<file path="config.mk">
export PLATFORM = sky130hd
export DESIGN_NAME = socl_loader
export DESIGN_NICKNAME = d
export VERILOG_FILES = /design/src/rtl/socl_loader.v
export VERILOG_INCLUDE_DIRS = /design/src /design/src/rtl
export SDC_FILE = /design/constraint.sdc
export NUM_CORES = 1
export LEC_CHECK = 0
export BUFFER_PORTS_ARGS = -buffer_cell sky130_fd_sc_hd__clkbuf_2
export CORE_MARGIN = 2
export CORE_UTILIZATION = 50
export CTS_CLUSTER_SIZE = 25
export DETAILED_ROUTE_END_ITERATION = 7
export MAX_ROUTING_LAYER = met4
export PLACE_DENSITY = 0.71
export SLEW_MARGIN = 10
export SYNTH_ARGS = -nofsm -noshare
export SYNTH_HDL_FRONTEND = slang
export SYNTH_SLANG_ARGS = --single-unit
</file>
<file path="constraint.sdc">
create_clock -name clk -period 2.5 [get_ports clk]
set_input_delay 0.25 -clock clk [delete_from_list [all_inputs] [get_ports clk]]
set_output_delay 0.25 -clock clk [all_outputs]
set_load 0.01 [all_outputs]
</file>
<file path="src/rtl/socl_defines.vh">
`ifndef SOCL_DEFINES_VH
`define SOCL_DEFINES_VH
`define SOCL_WORD_W 39
`define SOCL_OPT_LO 25
`define SOCL_OPT_W 14
`define SOCL_TONE_BIT 38
`define SOCL_EOL_BIT 37
`define SOCL_LBS_BIT 36
`define SOCL_SIL_BIT 35
`define SOCL_DRIFT_BIT 34
`define SOCL_LB_HI 33
`define SOCL_LB_LO 31
`define SOCL_IRC_HI 30
`define SOCL_IRC_LO 29
`define SOCL_IT_HI 28
`define SOCL_IT_LO 27
`define SOCL_GAIN_HI 26
`define SOCL_GAIN_LO 25
`define SOCL_NL_LO 20
`define SOCL_HYL_LO 15
`define SOCL_SIL_LO 10
`define SOCL_CTL_LO 5
`define SOCL_BASE_LO 0
`define SOCL_MODE_W 4
`define SOCL_MODE_OPT 4'h1
`define SOCL_MODE_FULL 4'h6
`define SOCL_MODE_MAX 4'hb
`define SOCL_STORE_MS 10
`define SOCL_CLK_KHZ 200000
`define SOCL_STORE_CYC (`SOCL_STORE_MS * `SOCL_CLK_KHZ)
`endif

</file>
<file path="src/rtl/socl_loader.v">
`timescale 1ns/1ps
`include "socl_defines.vh"

module socl_loader #(
  parameter STORE_CYC = `SOCL_STORE_CYC
)(
  // System
  input wire clk,
  input wire sys_rst,
  // Programming pins
  input wire mode_hold_pin,
  input wire data_pin,
  input wire data_boost_pin,
  input wire shift_clk_pin,
  input wire store_pin,
  // Readback
  output reg horn_drive_pin,
  output reg [3:0] test_mode,
  output reg store_busy,
  // Stored word
  output reg [`SOCL_WORD_W-1:0] config_calibration_word,
  output wire horn_pattern_select,
  output wire end_of_life_enable,
  output wire low_battery_silence_enable,
  output wire silence_option,
  output wire drift_enable,
  output wire [2:0] battery_trip_select,
  output wire [1:0] emitter_current_select,
  output wire [1:0] integration_time_select,
  output wire [1:0] amplifier_gain_select,
  output wire [4:0] normal_alarm_limit,
  output wire [4:0] hysteresis_limit,
  output wire [4:0] silence_limit,
  output wire [4:0] chamber_check_limit,
  output wire [4:0] drift_baseline
);
  localparam ST_IDLE = 2'h0;
  localparam ST_HIGH = 2'h1;
  localparam CNT_W = 32;

  // Synchroniser stages and the edge-detect copy.
  reg [4:0] s1_reg;
  reg [4:0] s2_reg;
  reg [4:0] d_reg;

  // Load registers and the strobe timer.
  reg [`SOCL_WORD_W-1:0] shift_reg;
  reg [`SOCL_OPT_W-1:0] opt_reg;
  reg [CNT_W-1:0] cnt_reg;
  reg [1:0] st_reg;

  // Decoded pin events.
  wire hold;
  wire dat;
  wire boost_rise;
  wire sclk_rise;
  wire store_hi;
  wire store_fall;
  wire opt_mode;
  wire full_mode;
  wire commit_now;

  // One five-bit limit field of the stored word; all five limit fields share this.
  function [4:0] limit_field;
    input [`SOCL_WORD_W-1:0] word;
    input integer lo;
    begin
      limit_field = word[lo +: 5];
    end
  endfunction

  // True when the current mode equals the given code.
  function mode_is;
    input [3:0] mode;
    input [3:0] code;
    begin
      mode_is = (mode == code);
    end
  endfunction

  assign hold = s2_reg[0];
  assign dat = s2_reg[1];
  assign boost_rise = s2_reg[2] & ~d_reg[2];
  assign sclk_rise = s2_reg[3] & ~d_reg[3];
  assign store_hi = s2_reg[4];
  assign store_fall = ~s2_reg[4] & d_reg[4];
  assign opt_mode = mode_is(test_mode, `SOCL_MODE_OPT);
  assign full_mode = mode_is(test_mode, `SOCL_MODE_FULL);

  // Every pin crosses two flip-flops before use.
  always @(posedge clk)
  begin
    s1_reg <= {store_pin, shift_clk_pin, data_boost_pin, data_pin, mode_hold_pin};
    s2_reg <= s1_reg;
    d_reg <= s2_reg;
  end

  // Leaving programming drops the mode but keeps the stored word.
  always @(posedge clk)
  begin
    if (sys_rst)
      test_mode <= 4'h0;
    else if (!hold)
      test_mode <= 4'h0;
    else if (boost_rise && test_mode != `SOCL_MODE_MAX)
      test_mode <= test_mode + 4'h1;
  end

  // Option bits enter at the top, so the last of fourteen settles at bit 38.
  always @(posedge clk)
  begin
    if (sys_rst)
      opt_reg <= {`SOCL_OPT_W{1'b0}};
    else if (hold && sclk_rise && opt_mode)
      opt_reg <= {dat, opt_reg[`SOCL_OPT_W-1:1]};
  end

  // The full word enters lowest bit first, so bit 0 ends at the output end.
  always @(posedge clk)
  begin
    if (sys_rst)
      shift_reg <= {`SOCL_WORD_W{1'b0}};
    else if (hold && sclk_rise && full_mode)
      shift_reg <= {dat, shift_reg[`SOCL_WORD_W-1:1]};
  end

  // The bit now at the output end is what the next shift clock pushes out.
  always @(posedge clk)
  begin
    if (sys_rst)
      horn_drive_pin <= 1'b0;
    else if (hold && full_mode)
      horn_drive_pin <= shift_reg[0];
    else
      horn_drive_pin <= 1'b0;
  end

  // Times the strobe high phase; the timer saturates so a long strobe cannot wrap.
  always @(posedge clk)
  begin
    if (sys_rst || !hold)
    begin
      st_reg <= ST_IDLE;
      cnt_reg <= {CNT_W{1'b0}};
      store_busy <= 1'b0;
    end
    else
    begin
      case (st_reg)
        ST_IDLE:
        begin
          cnt_reg <= {CNT_W{1'b0}};
          store_busy <= 1'b0;
          if (store_hi)
          begin
            st_reg <= ST_HIGH;
            store_busy <= 1'b1;
          end
        end
        ST_HIGH:
        begin
          if (cnt_reg < STORE_CYC)
            cnt_reg <= cnt_reg + {{(CNT_W-1){1'b0}}, 1'b1};
          if (store_fall)
          begin
            st_reg <= ST_IDLE;
            store_busy <= 1'b0;
          end
        end
        default:
        begin
          st_reg <= ST_IDLE;
          store_busy <= 1'b0;
        end
      endcase
    end
  end

  // A strobe shorter than the minimum is ignored, so a glitch cannot commit.
  assign commit_now = hold && (st_reg == ST_HIGH) && store_fall && (cnt_reg >= STORE_CYC - 1);

  always @(posedge clk)
  begin
    if (sys_rst)
      config_calibration_word <= {`SOCL_WORD_W{1'b0}};
    else if (commit_now && full_mode)
      config_calibration_word <= shift_reg;
    else if (commit_now && opt_mode)
      config_calibration_word[`SOCL_WORD_W-1:`SOCL_OPT_LO] <= opt_reg;
  end

  // Field decode of the stored word.
  assign horn_pattern_select = config_calibration_word[`SOCL_TONE_BIT];
  assign end_of_life_enable = config_calibration_word[`SOCL_EOL_BIT];
  assign low_battery_silence_enable = config_calibration_word[`SOCL_LBS_BIT];
  assign silence_option = config_calibration_word[`SOCL_SIL_BIT];
  assign drift_enable = config_calibration_word[`SOCL_DRIFT_BIT];
  assign battery_trip_select = config_calibration_word[`SOCL_LB_HI:`SOCL_LB_LO];
  assign emitter_current_select = config_calibration_word[`SOCL_IRC_HI:`SOCL_IRC_LO];
  assign integration_time_select = config_calibration_word[`SOCL_IT_HI:`SOCL_IT_LO];
  assign amplifier_gain_select = config_calibration_word[`SOCL_GAIN_HI:`SOCL_GAIN_LO];

  // The limit fields carry no sign and span the whole five-bit range.
  assign normal_alarm_limit = limit_field(config_calibration_word, `SOCL_NL_LO);
  assign hysteresis_limit = limit_field(config_calibration_word, `SOCL_HYL_LO);
  assign silence_limit = limit_field(config_calibration_word, `SOCL_SIL_LO);
  assign chamber_check_limit = limit_field(config_calibration_word, `SOCL_CTL_LO);
  assign drift_baseline = limit_field(config_calibration_word, `SOCL_BASE_LO);
endmodule // socl_loader

</file>
# Yosys cells after proc, flatten, opt, wreduce, memory -nomap -nowiden
# Cells that the tools add are included.
# Widths: inputs -> output; s select.
# op_classes
addsub	2
order_cmp	2
eq_ne	7
muxes	10
n_bitwise	8
reduce_logical	19
# op_table
op	n
$pmux 32 s2	1
$add 32x1->32 const B	1
$ge 32x21->1 const B	1
$lt 32x21->1 const B	1
$mux 32	1
$mux 14	2
$logic_and 1x1->1	10
$ne 2x2->1 const B	3
$not 1->1	5
$add 4x1->4 const B	1
$eq 4x1->1 const B	1
$eq 4x3->1 const B	1
$mux 2	2
$ne 4x4->1 const B	1
$pmux 2 s2	1
$reduce_and 2->1	2
$reduce_bool 2->1	2
$reduce_or 2->1	2
$and 1x1->1	3
$eq 2x1->1 const B	1
$logic_not 2->1	1
$mux 1	2
$pmux 1 s2	1
$logic_not 1->1	1
$logic_or 1x1->1	1
# word_totals
regBits	147
inputBits	7
out_inout_bits	84
elab_cells	60

# Depth between registers and ports, before layout
# Gate-level depths: netlist (run 1).
# logic_depth
depth_word	7
depth_mapped	9
depth_no_buf	7

# Least setup slack after synthesis (run 1)
# Ideal clock, no wire load.
# synth_path
kind	reg-to-reg
from	reg cnt_reg[11]
to	reg cnt_reg[8]
setup_time_ps	70
arrival_ps	2222
required_ps	2430
path_slack_ps	208
path_stages_with_launch	7
path_buffers	1
synth_period_minus_slack_ps	2292
path_cell_list	dfxtp_1 -> or4_4 -> a31o_1 -> a311o_1 -> buf_2 -> or4_1 -> a21oi_1
# synth_via
elab_chain_cells	3
# synth_lines
item	line	text
start, declared	socl_loader.v:49	reg [CNT_W-1:0] cnt_reg;
start signal, assigned	socl_loader.v:144	cnt_reg <= {CNT_W{1'b0}};
start signal, assigned	socl_loader.v:152	cnt_reg <= {CNT_W{1'b0}};
start signal, assigned	socl_loader.v:163	cnt_reg <= cnt_reg + {{(CNT_W-1){1'b0}}, 1'b1};
$lt 32x21->1	socl_loader.v:162	if (cnt_reg < STORE_CYC)
$ne 2x2->1 (no line)	--	
$reduce_and 2->1 (no line)	--	
# No other way between the ends.
# A chain may end at the register's enable or synchronous reset.

# Worst setup path in the final report (run 1)
# layout_path
from	reg cnt_reg[12]
to	reg cnt_reg[12]
# layout_via
elab_chain_cells	3
elab_cells_between_ends	6
classes_between	add/sub: 1; order compare: 1; eq/ne: 1; mux: 2; reduce/logical: 1
# layout_lines
item	line
$add 32x1->32 / $lt 32x21->1 (equally long branches)	socl_loader.v:163, socl_loader.v:162
$mux 32 / $ne 2x2->1 (equally long branches)	--
$pmux 32 s2 / $reduce_and 2->1 (equally long branches)	--
# Parallel ways exist; a longest one is shown, timed or not. The select of a mux whose other input is x is not followed.

==> flow_summary.yaml, run 1 <==
detailed_routing:
  via_per_inst: 5.74
  drc: 0
  antenna_left: 0
  drtIter0Drc: 419
  dr.pass1.iters: 6
  vias: 5547
  wl_per_cell_um: 14.5
  wl_um: 14100
sta:
  fmax_mhz: 399
  setup_slack_ns: -0.00636
  rsz0062_at_grt: "true"
  finalHoldViolations: 0
  holdWs_ns: 0.265
  finalCritPeriodShare_pct: 100
  finalClockSkew_ns: 0.00774
  final-max-slew-violation-count: 0
  tns_ns: -0.00636
  maxSlewHeadroom_pct: 58.5
  worstMarginPinSlew_ns: 0.622
  period_needed_ns: 2.51
  setup_viol: 1
power_and_ir_drop:
  p_per_area_mw_per_mm2: 646
  total_power_w: 0.00480
  vdd_drop_max_v: 0.000408
  switching_share_pct: 20.0
  pwr-share-seq_pct: 48.2
  switching_power_w: 0.000960
  p_comb_share_pct: 1.7
  p_leak_nw: 2.78
  power.share.clock_pct: 50.1
  intPower_w: 0.00384
global_routing:
  grt_overflow_total: 0
  grt_pass1_wl_um: 22600
  grt_max_degree: 51
  antenna_found_initial: 0
  grt_pass1_vias: 4834
  grt_use_total_pct: 21.3
clock_tree:
  cts_tree: "done"
  clockBufferDepth: 2
  clock_tree.root_cell: "clkbuf_16"
  insertion_delay_ns: 0.42
  cts.clk_slew.worst_paths_ns: 0.06
  cts_max_level: 4
  clock-sinks: 144
  numCtsBuffers: 17
logic_synthesis:
  syn_inst: 742
  synth_seq_cells: 144
  syn_area_mm2: 0.00640
  synth_top_area_cell: "dfxtp_1"
  synth_area_leaders: "dfxtp_1 45%, nand2_1 8.9%, buf_4 4.6%"
  ys_seq_area_share_pct: 45.1
  synth_area_per_cell_um2: 8.62
  ys.warnings.count: 0
  ys_types: 49
  synth_fp_nets: 753
  netlist.area_leader.share_pct: 45.1
worst_setup_path:
  crit_fanout: 7
  max_stage_delay_ns: 0.54
  reg2reg_from: "cnt_reg[12]"
  critical_path_class: "reg2reg"
  cp-end-kind: "flop"
  reg2reg_to: "cnt_reg[12]"
  cp_slowest_cell: "or4_4"
  cp.arrival_ns: 2.84
  cp_common_cell: "or4_4"
  cp-start-kind: "flop"
  reg2reg_depth: 6
  r2r_setup_slack_ns: -0.006
  critPathRequiredTime_ns: 2.84
  cp_cell_sequence: "or4_4, a31o_4, a311o_2, buf_4, or4_4, a21oi_2"
min_path:
  hold_path_class: "in2reg"
  hold_depth: 2
  holdPathEnd: "opt_reg[3]"
  hold_path_startpoint: "sys_rst"
job:
  drv_cap: 0
cells_and_area:
  n_antenna_cell: 0
  final_cells: 967
  fillers: 1069
  nets: 795
  utilization_pct: 59.2
  area_growth_pct: 16.3
  drive_above_1_share_pct: 21.8
die:
  rows: 41
  ioPinCount: 91
  fp.dieW_um: 117
  core_mm2: 0.0126
  die_area_mm2: 0.0137
  initial_utilization_pct: 50.9
  die_y_um: 117
place:
  dpl.hpwl_um: 8680
  port_buffers: 90
  place_congestion: 0.934
  dp_cells: 925
outcome:
  status: "finished with violations"
  violations: "setup timing"
## logic make-up after synthesis
logic type / synth area share [%]
simple gates: 21.5
compound gates: 17.7
flops: 45.1
buf+inv: 9.27
mux: 5.44
fa+ha+maj: 0.782
xor+xnor: 0.274
## cell type report
type / count / area, um^2 / share of cell area, %
clock inverters: 5 / 52.6 / 0.706
repair buffers: 120 / 717 / 9.64
multi-input cells: 481 / 2980 / 40.0
flip-flops and latches: 144 / 2890 / 38.8
clock buffers: 25 / 515 / 6.93
inverters: 20 / 75.1 / 1.01
well taps: 172 / 215 / 2.89
## timing repair
item                                    CTS  global route
endpoints found under the setup margin   27            28
gates cloned                              1             0
setup buffers                             0             6
gates resized for setup                   0            14
endpoints found under the hold margin     5             0
pin swaps                                 1            10
hold buffers                              5             0
## cells in the final DEF, fill, tap and decap left out, drive strengths merged, types with 14 or more instances in the layout
cell type  count
nand2        151
dfxtp        144
clkbuf       114
a21oi         55
a211oi        28
buf           26
nor3b         25
a32oi         25
o311ai        25
nor2          24
mux2i         19
inv           19
and3          16
mux2          14
## worst max path at each step
stage                            from                           to  slack (ns)  depth (start not counted)
after floorplan           cnt_reg[11]                   cnt_reg[8]        0.21                          6
after global placement    cnt_reg[11]                  cnt_reg[10]        0.06                          5
after detailed placement  cnt_reg[12]  config_calibration_word[10]       -0.07                          5
after CTS                 cnt_reg[12]  config_calibration_word[10]        0.02                          5
after global routing      cnt_reg[12]                  cnt_reg[12]       -0.05                          6
final                     cnt_reg[12]                  cnt_reg[12]      -0.006                          6
## critical path: cells and delay by family (launching register included)
family                 cells  cell delay (ns)
buffers and inverters      1             0.17
AOI/OAI and AO/OA          3             0.85
and+or+nand+nor            2             1.05
DFF                        1             0.35
## Yosys cell counts (all sizes together)
master and n:
nand2 151, dfxtp 144, a21oi 55, clkbuf 54
buf 44, a211oi 28, a32oi 25, nor3b 25
o311ai 25, nor2 24, inv 19, mux2i 19
and3 16, mux2 14, o31ai 11, nand3 10
or4 10, nand4 9, nand2b 6, nor4 6
and2 4, ha 4, nor2b 4, nor3 4
a31oi 3, and4 3, a311oi 2, a41o 2
nand3b 2, nand4b 2, o21ai 2, or2 2
or3 2, a211o 1, a21boi 1, a21o 1
a311o 1, a31o 1, clkinv 1, o21bai 1
o41ai 1, or4b 1, xnor2 1, xor2 1
## per-stage QoR
step / cell area [um^2] / setup slack [ns]
2_1_floorplan: 6400 / 0.208
3_3_place_gp: 6720 / 0.0628
3_5_place_dp: 6720 / -0.0714
4_1_cts: 7350 / 0.0218
5_1_grt: 7440 / -0.0502
6_report: 7440 / -0.00636
## power groups by stage
stage / Combinational [W] / Clock, W / Sequential, W
after global placement: 0.0000714 / 0 / 0.00237
after global routing: 0.0000885 / 0.00256 / 0.00232
after detailed placement: 0.0000740 / 0 / 0.00237
after floorplan: 0.0000500 / 0 / 0.00237
after CTS: 0.0000803 / 0.00245 / 0.00232
final: 0.0000806 / 0.00241 / 0.00232
## metal layers
layer | vias up | track usage, % | wire, um
li1 | 2715 | - | -
met1 | 2618 | 27.4 | 6680
met4 | 0 | 8.47 | 227
met2 | 192 | 33.1 | 6500
met3 | 22 | 4.38 | 662
met5 | - | - | 0
Note: power is estimated with default switching activity, not from simulation.
==> inputs of run 2 (changes only) <==
==> constraint.sdc (replaced) <==
create_clock -name clk -period 2.5 [get_ports clk]
set_input_delay 0 -clock clk [delete_from_list [all_inputs] [get_ports clk]]
set_output_delay 0 -clock clk [all_outputs]
set_load 0.01 [all_outputs]
==> run 2 against run 1 <==
Against the previous run: the flow now finishes without violations; global-route usage rose by 1.1 points; routed wire length rose by 2.1%; die area did not move; first-iteration DRC count rose by 21%; count of clock-buffer cells in the layout fell by 3; core utilization rose by 0.34 points; combinational power barely moved.
==> flow_summary.yaml, run 2 (synthesis results as in run 1) <==
worst_setup_path:
  crit_family: "simple AND/OR/NAND/NOR gates"
  cp.arrival_ns: 2.74
  worst-path-buf-inv: 0
  crit_fanout: 7
  cp_cell_sequence: "or4_4, a31o_4, a311o_2, or4_1, a21oi_1"
  reg2reg_to: "cnt_reg[4]"
  cp-end-kind: "flop"
  reg2reg_depth: 5
  r2r_setup_slack_ns: 0.10
  cp-start-kind: "flop"
  reg2reg_from: "cnt_reg[11]"
  critPathRequiredTime_ns: 2.84
  max_stage_delay_ns: 0.56
  critical_path_class: "reg2reg"
  cp_slowest_cell: "or4_4"
place:
  preCtsSetupSlack_ns: -0.0614
  port_buffers: 90
  dpl.hpwl_um: 8950
  place_congestion: 0.871
  place_area_mm2: 0.00673
cells_and_area:
  stdcell_area_mm2: 0.00748
  fillers: 1095
  utilization_pct: 59.5
  final_common_cell: "nand2_1"
  multi_input_area_mm2: 0.00296
  area_growth_pct: 17.0
  nets: 790
  seq_area_mm2: 0.00288
  final_cell_mix: "151 x nand2_1, 144 x dfxtp_1, 89 x clkbuf_2"
  drive_above_1_share_pct: 20.5
  n_antenna_cell: 0
global_routing:
  grt_use_total_pct: 22.4
  grt_pass1_vias: 5095
  grt_pass1_wl_um: 23600
  antenna_found_initial: 0
  grt_overflow_total: 0
  grt_max_degree: 51
die:
  ioPinCount: 91
  rows: 41
  fp.dieW_um: 117
  core_mm2: 0.0126
  initial_utilization_pct: 50.9
  die_area_mm2: 0.0137
  die_y_um: 117
sta:
  finalClockSkew_ns: 0.00551
  setup_viol: 0
  period_needed_ns: 2.40
  tns_ns: 0
  fmax_mhz: 417
  setup_slack_ns: 0.103
  worstMarginPinSlew_ns: 0.573
  holdWs_ns: 0.0783
  finalHoldViolations: 0
  final-max-slew-violation-count: 0
  finalCritPeriodShare_pct: 95.9
  rsz0062_at_grt: "false"
  maxSlewHeadroom_pct: 61.8
clock_tree:
  clock_tree.root_cell: "clkbuf_16"
  cts_max_level: 4
  clockBufferDepth: 2
  insertion_delay_ns: 0.42
  cts_tree: "done"
  numCtsBuffers: 17
  clock-sinks: 144
  cts.clk_slew.worst_paths_ns: 0.06
  postCtsSetupBuffers: 0
job:
  drv_cap: 0
power_and_ir_drop:
  intPower_w: 0.00420
  switching_power_w: 0.00100
  p_leak_nw: 2.79
  p_per_area_mw_per_mm2: 696
  pwr-share-seq_pct: 44.5
  switching_share_pct: 19.2
  p_comb_share_pct: 1.6
  vdd_drop_max_v: 0.000614
  power.share.clock_pct: 53.9
detailed_routing:
  via_per_inst: 5.75
  wl_um: 14400
  antenna_left: 0
  wl_per_cell_um: 14.9
  drtIter0Drc: 509
  vias: 5545
  dr.pass1.iters: 6
  drc: 0
min_path:
  hold_path_startpoint: "sys_rst"
  holdPathEnd: "horn_drive_pin"
  hold_depth: 3
  hold_path_class: "in2reg"
outcome:
  status: "finished, final reports clean"
==> run 2: changes by cell type in the layout (fill, tap and decap cells not counted), moves of 2 or more <==
cell / change
a21oi_1: +3
a21oi_2: -3
buf_4: -7
bufinv_16: +4
clkbuf_8: -2
o311ai_0: -7
o311ai_1: +7
or4_1: +3
or4_4: -3
==> run 2: final cells by class <==
type / instances / share of cell area (%)
Tap cell: 172 / 2.88
Multi-Input combinational cell: 482 / 39.6
Clock buffer: 22 / 6.47
Inverter: 20 / 1.00
Sequential cell: 144 / 38.5
Clock inverter: 10 / 2.41
Timing Repair Buffer: 114 / 9.15
==> run 2: power groups by stage <==
stage	clock [W]	combinational [W]	sequential, W
finish	0.00281	0.0000808	0.00232
global route	0.00297	0.0000889	0.00232
CTS	0.00286	0.0000802	0.00232
detailed placement	0	0.0000736	0.00237
global placement	0	0.0000711	0.00237
floorplan	0	0.0000500	0.00237
==> run 2: per-stage QoR <==
step / total power, W / std cells
floorplan: 0.00242 / 742
global placement: 0.00244 / 925
detailed placement: 0.00244 / 925
CTS: 0.00526 / 963
global route: 0.00538 / 964
finish: 0.00521 / 964
==> run 2: worst reg2reg max path: stages, from the launching register on <==
cell and delay, ns:
dfxtp_1 0.33, or4_4 0.57, a31o_4 0.25, a311o_2 0.47
or4_1 0.54, a21oi_1 0.16
==> run 2: how the worst max path moves through the flow <==
stage                 from                           to  slack (ns)  depth (start not counted)
2_1_floorplan  cnt_reg[11]                   cnt_reg[8]        0.21                          6
3_3_place_gp   cnt_reg[11]                  cnt_reg[16]       -0.02                          6
3_5_place_dp   cnt_reg[11]  config_calibration_word[12]       -0.06                          5
4_1_cts        cnt_reg[11]  config_calibration_word[12]        0.04                          5
5_1_grt        cnt_reg[11]                  cnt_reg[10]        0.01                          5
6_report       cnt_reg[11]                   cnt_reg[4]        0.10                          5
==> run 2: what timing repair did <==
action	CTS	global route
gates cloned	1	1
endpoints found under the hold margin	5	0
endpoints found under the setup margin	28	29
resized for setup	1	9
hold buffers	5	0
pin swaps	1	1
==> run 2: per-layer routing <==
| layer | share of wire, % | GRT usage, % | vias to the layer above |
|---|---|---|---|
| li1 | - | - | 2704 |
| met1 | 47 | 28.8 | 2609 |
| met2 | 46 | 33.9 | 198 |
| met3 | 5.5 | 5.15 | 34 |
| met4 | 2.1 | 9.57 | 0 |
| met5 | 0 | - | - |
==> inputs of run 3 (changes only) <==
- GPL_TIMING_DRIVEN: default -> 0
==> run 3 against run 2 <==
Against the previous run: register-to-register slack worse by 0.08 ns; die area unchanged; final cell count up 8.4%; sequential power about the same; critical path depth up 1; maximum frequency down 3.4%.
==> flow_summary.yaml, run 3 (synthesis results as in run 1) <==
place:
  place_area_mm2: 0.00706
  dpl.hpwl_um: 10800
  place_congestion: 0.857
  dp_cells: 1004
  port_buffers: 90
min_path:
  hold_path_class: "in2reg"
detailed_routing:
  drc: 0
  antenna_left: 0
  wl_per_cell_um: 14.7
  via_per_inst: 5.50
  vias: 5746
  dr.pass1.iters: 5
  drtIter0Drc: 431
  wl_um: 15400
clock_tree:
  cts.clk_slew.worst_paths_ns: 0.06
  clockBufferDepth: 2
  cts_max_level: 4
  insertion_delay_ns: 0.42
  clock-sinks: 144
  numCtsBuffers: 17
  cts_tree: "done"
  clock_tree.root_cell: "clkbuf_16"
sta:
  finalCritPeriodShare_pct: 99.3
  maxSlewHeadroom_pct: 55.5
  setup_viol: 0
  finalHoldViolations: 0
  final-max-slew-violation-count: 0
  worstMarginPinSlew_ns: 0.667
  period_needed_ns: 2.48
  fmax_mhz: 403
  rsz0062_at_grt: "true"
  finalClockSkew_ns: 0.00808
worst_setup_path:
  cp_cell_sequence: "or4_4, a31o_4, a311o_1, buf_6, or4_1, a21oi_1"
  cp.arrival_ns: 2.83
  cp-start-kind: "flop"
  critPathRequiredTime_ns: 2.85
  critical_path_class: "reg2reg"
  max_stage_delay_ns: 0.56
  crit_family: "simple AND/OR/NAND/NOR gates"
  cp_slowest_cell: "or4_4"
  cp-end-kind: "flop"
  worst-path-buf-inv: 1
  crit_fanout: 10
die:
  die_y_um: 117
  initial_utilization_pct: 50.9
  die_area_mm2: 0.0137
  ioPinCount: 91
  fp.dieW_um: 117
  rows: 41
  core_mm2: 0.0126
power_and_ir_drop:
  p_per_area_mw_per_mm2: 605
  vdd_drop_max_v: 0.000406
  pwr-share-seq_pct: 48.4
  power.share.clock_pct: 49.8
  p_leak_nw: 3.02
  switching_share_pct: 20.8
  intPower_w: 0.00379
  switching_power_w: 0.000994
  p_comb_share_pct: 1.8
cells_and_area:
  area_growth_pct: 23.6
  stdcell_area_mm2: 0.00791
  final_common_cell: "nand2_1"
  drive_above_1_share_pct: 26.2
  n_antenna_cell: 0
  final_cells: 1045
  utilization_pct: 62.9
  final_cell_mix: "150 x nand2_1, 143 x dfxtp_1, 100 x clkbuf_2"
  nets: 873
global_routing:
  grt_pass1_vias: 5127
  grt_use_total_pct: 23.2
  grt_overflow_total: 0
  antenna_found_initial: 0
  grt_max_degree: 17
  grt_pass1_wl_um: 24200
outcome:
  status: "finished, final reports clean"
job:
  drv_cap: 0
run 3: changes by cell type in the layout (fill, tap and decap cells not counted), sizes merged:
cell      delta
clkinvlp     -2
buf         +31
clkbuf      +57
bufinv       -4
inv          +1
a311o        -2
run 3: per-stage QoR:
stage / hold WS [ns] / setup WS [ns] / setup TNS (ns) / total power [W]
6_report: 0.104 / 0.0179 / 0 / 0.00479
5_1_grt: 0.108 / -0.0469 / -0.257 / 0.00493
3_5_place_dp: 0.104 / -0.184 / -4.50 / 0.00245
2_1_floorplan: 0.0277 / 0.208 / 0 / 0.00242
4_1_cts: 0.0738 / -0.0479 / -0.277 / 0.00481
3_3_place_gp: 0.103 / -0.164 / -3.00 / 0.00244
run 3: worst paths after layout:
check	startpoint	end	slack [ns]	depth (start not counted)
worst min register to register	s1_reg[0]	s2_reg[0]	0.33	0
worst max-delay path	cnt_reg[12]	cnt_reg[17]	0.02	6
worst max register to register	cnt_reg[12]	cnt_reg[17]	0.02	6
worst min-delay path	sys_rst	cnt_reg[31]	0.10	3
run 3: tightest hold or removal path, cell delays in order:
cell      delay, ns
clkbuf_2       0.16
nor2b_1        0.12
and3_1         0.19
run 3: what timing repair did:
| item | in CTS | in global routing |
|---|---|---|
| pin swaps | 1 | 5 |
| setup endpoints to repair | 50 | 50 |
| hold endpoints to repair | 5 | 0 |
| gates resized for setup | 12 | 68 |
| hold buffers | 5 | 0 |
| cloned | 0 | 0 |
| buffers inserted | 0 | 6 |
run 3: power groups by stage:
| stage | clock network [W] | registers (W) | logic (W) |
|---|---|---|---|
| global route | 0.00252 | 0.00232 | 0.0000940 |
| finish | 0.00238 | 0.00232 | 0.0000862 |
| global placement | 0 | 0.00237 | 0.0000755 |
| floorplan | 0 | 0.00237 | 0.0000500 |
| CTS | 0.00241 | 0.00232 | 0.0000842 |
| detailed placement | 0 | 0.00237 | 0.0000776 |
run 3: cell type report:
type                            count  area (um^2)
Timing Repair Buffer              101          546
Inverter                           20         75.1
Tap cell                          172          215
Sequential cell                   144         2880
Clock buffer                       25          495
Fill cell                        1044         4660
Multi-Input combinational cell    480         3070
Clock inverter                      5         53.8
Buffer                             98          574
run 3: layer usage:
metal,track usage (%),vias to the layer above,wire length [um]
met5,-,-,0
met2,37.2,189,7200
met1,28.5,2677,7230
li1,-,2864,-
met3,4.43,16,732
met4,10.1,0,207
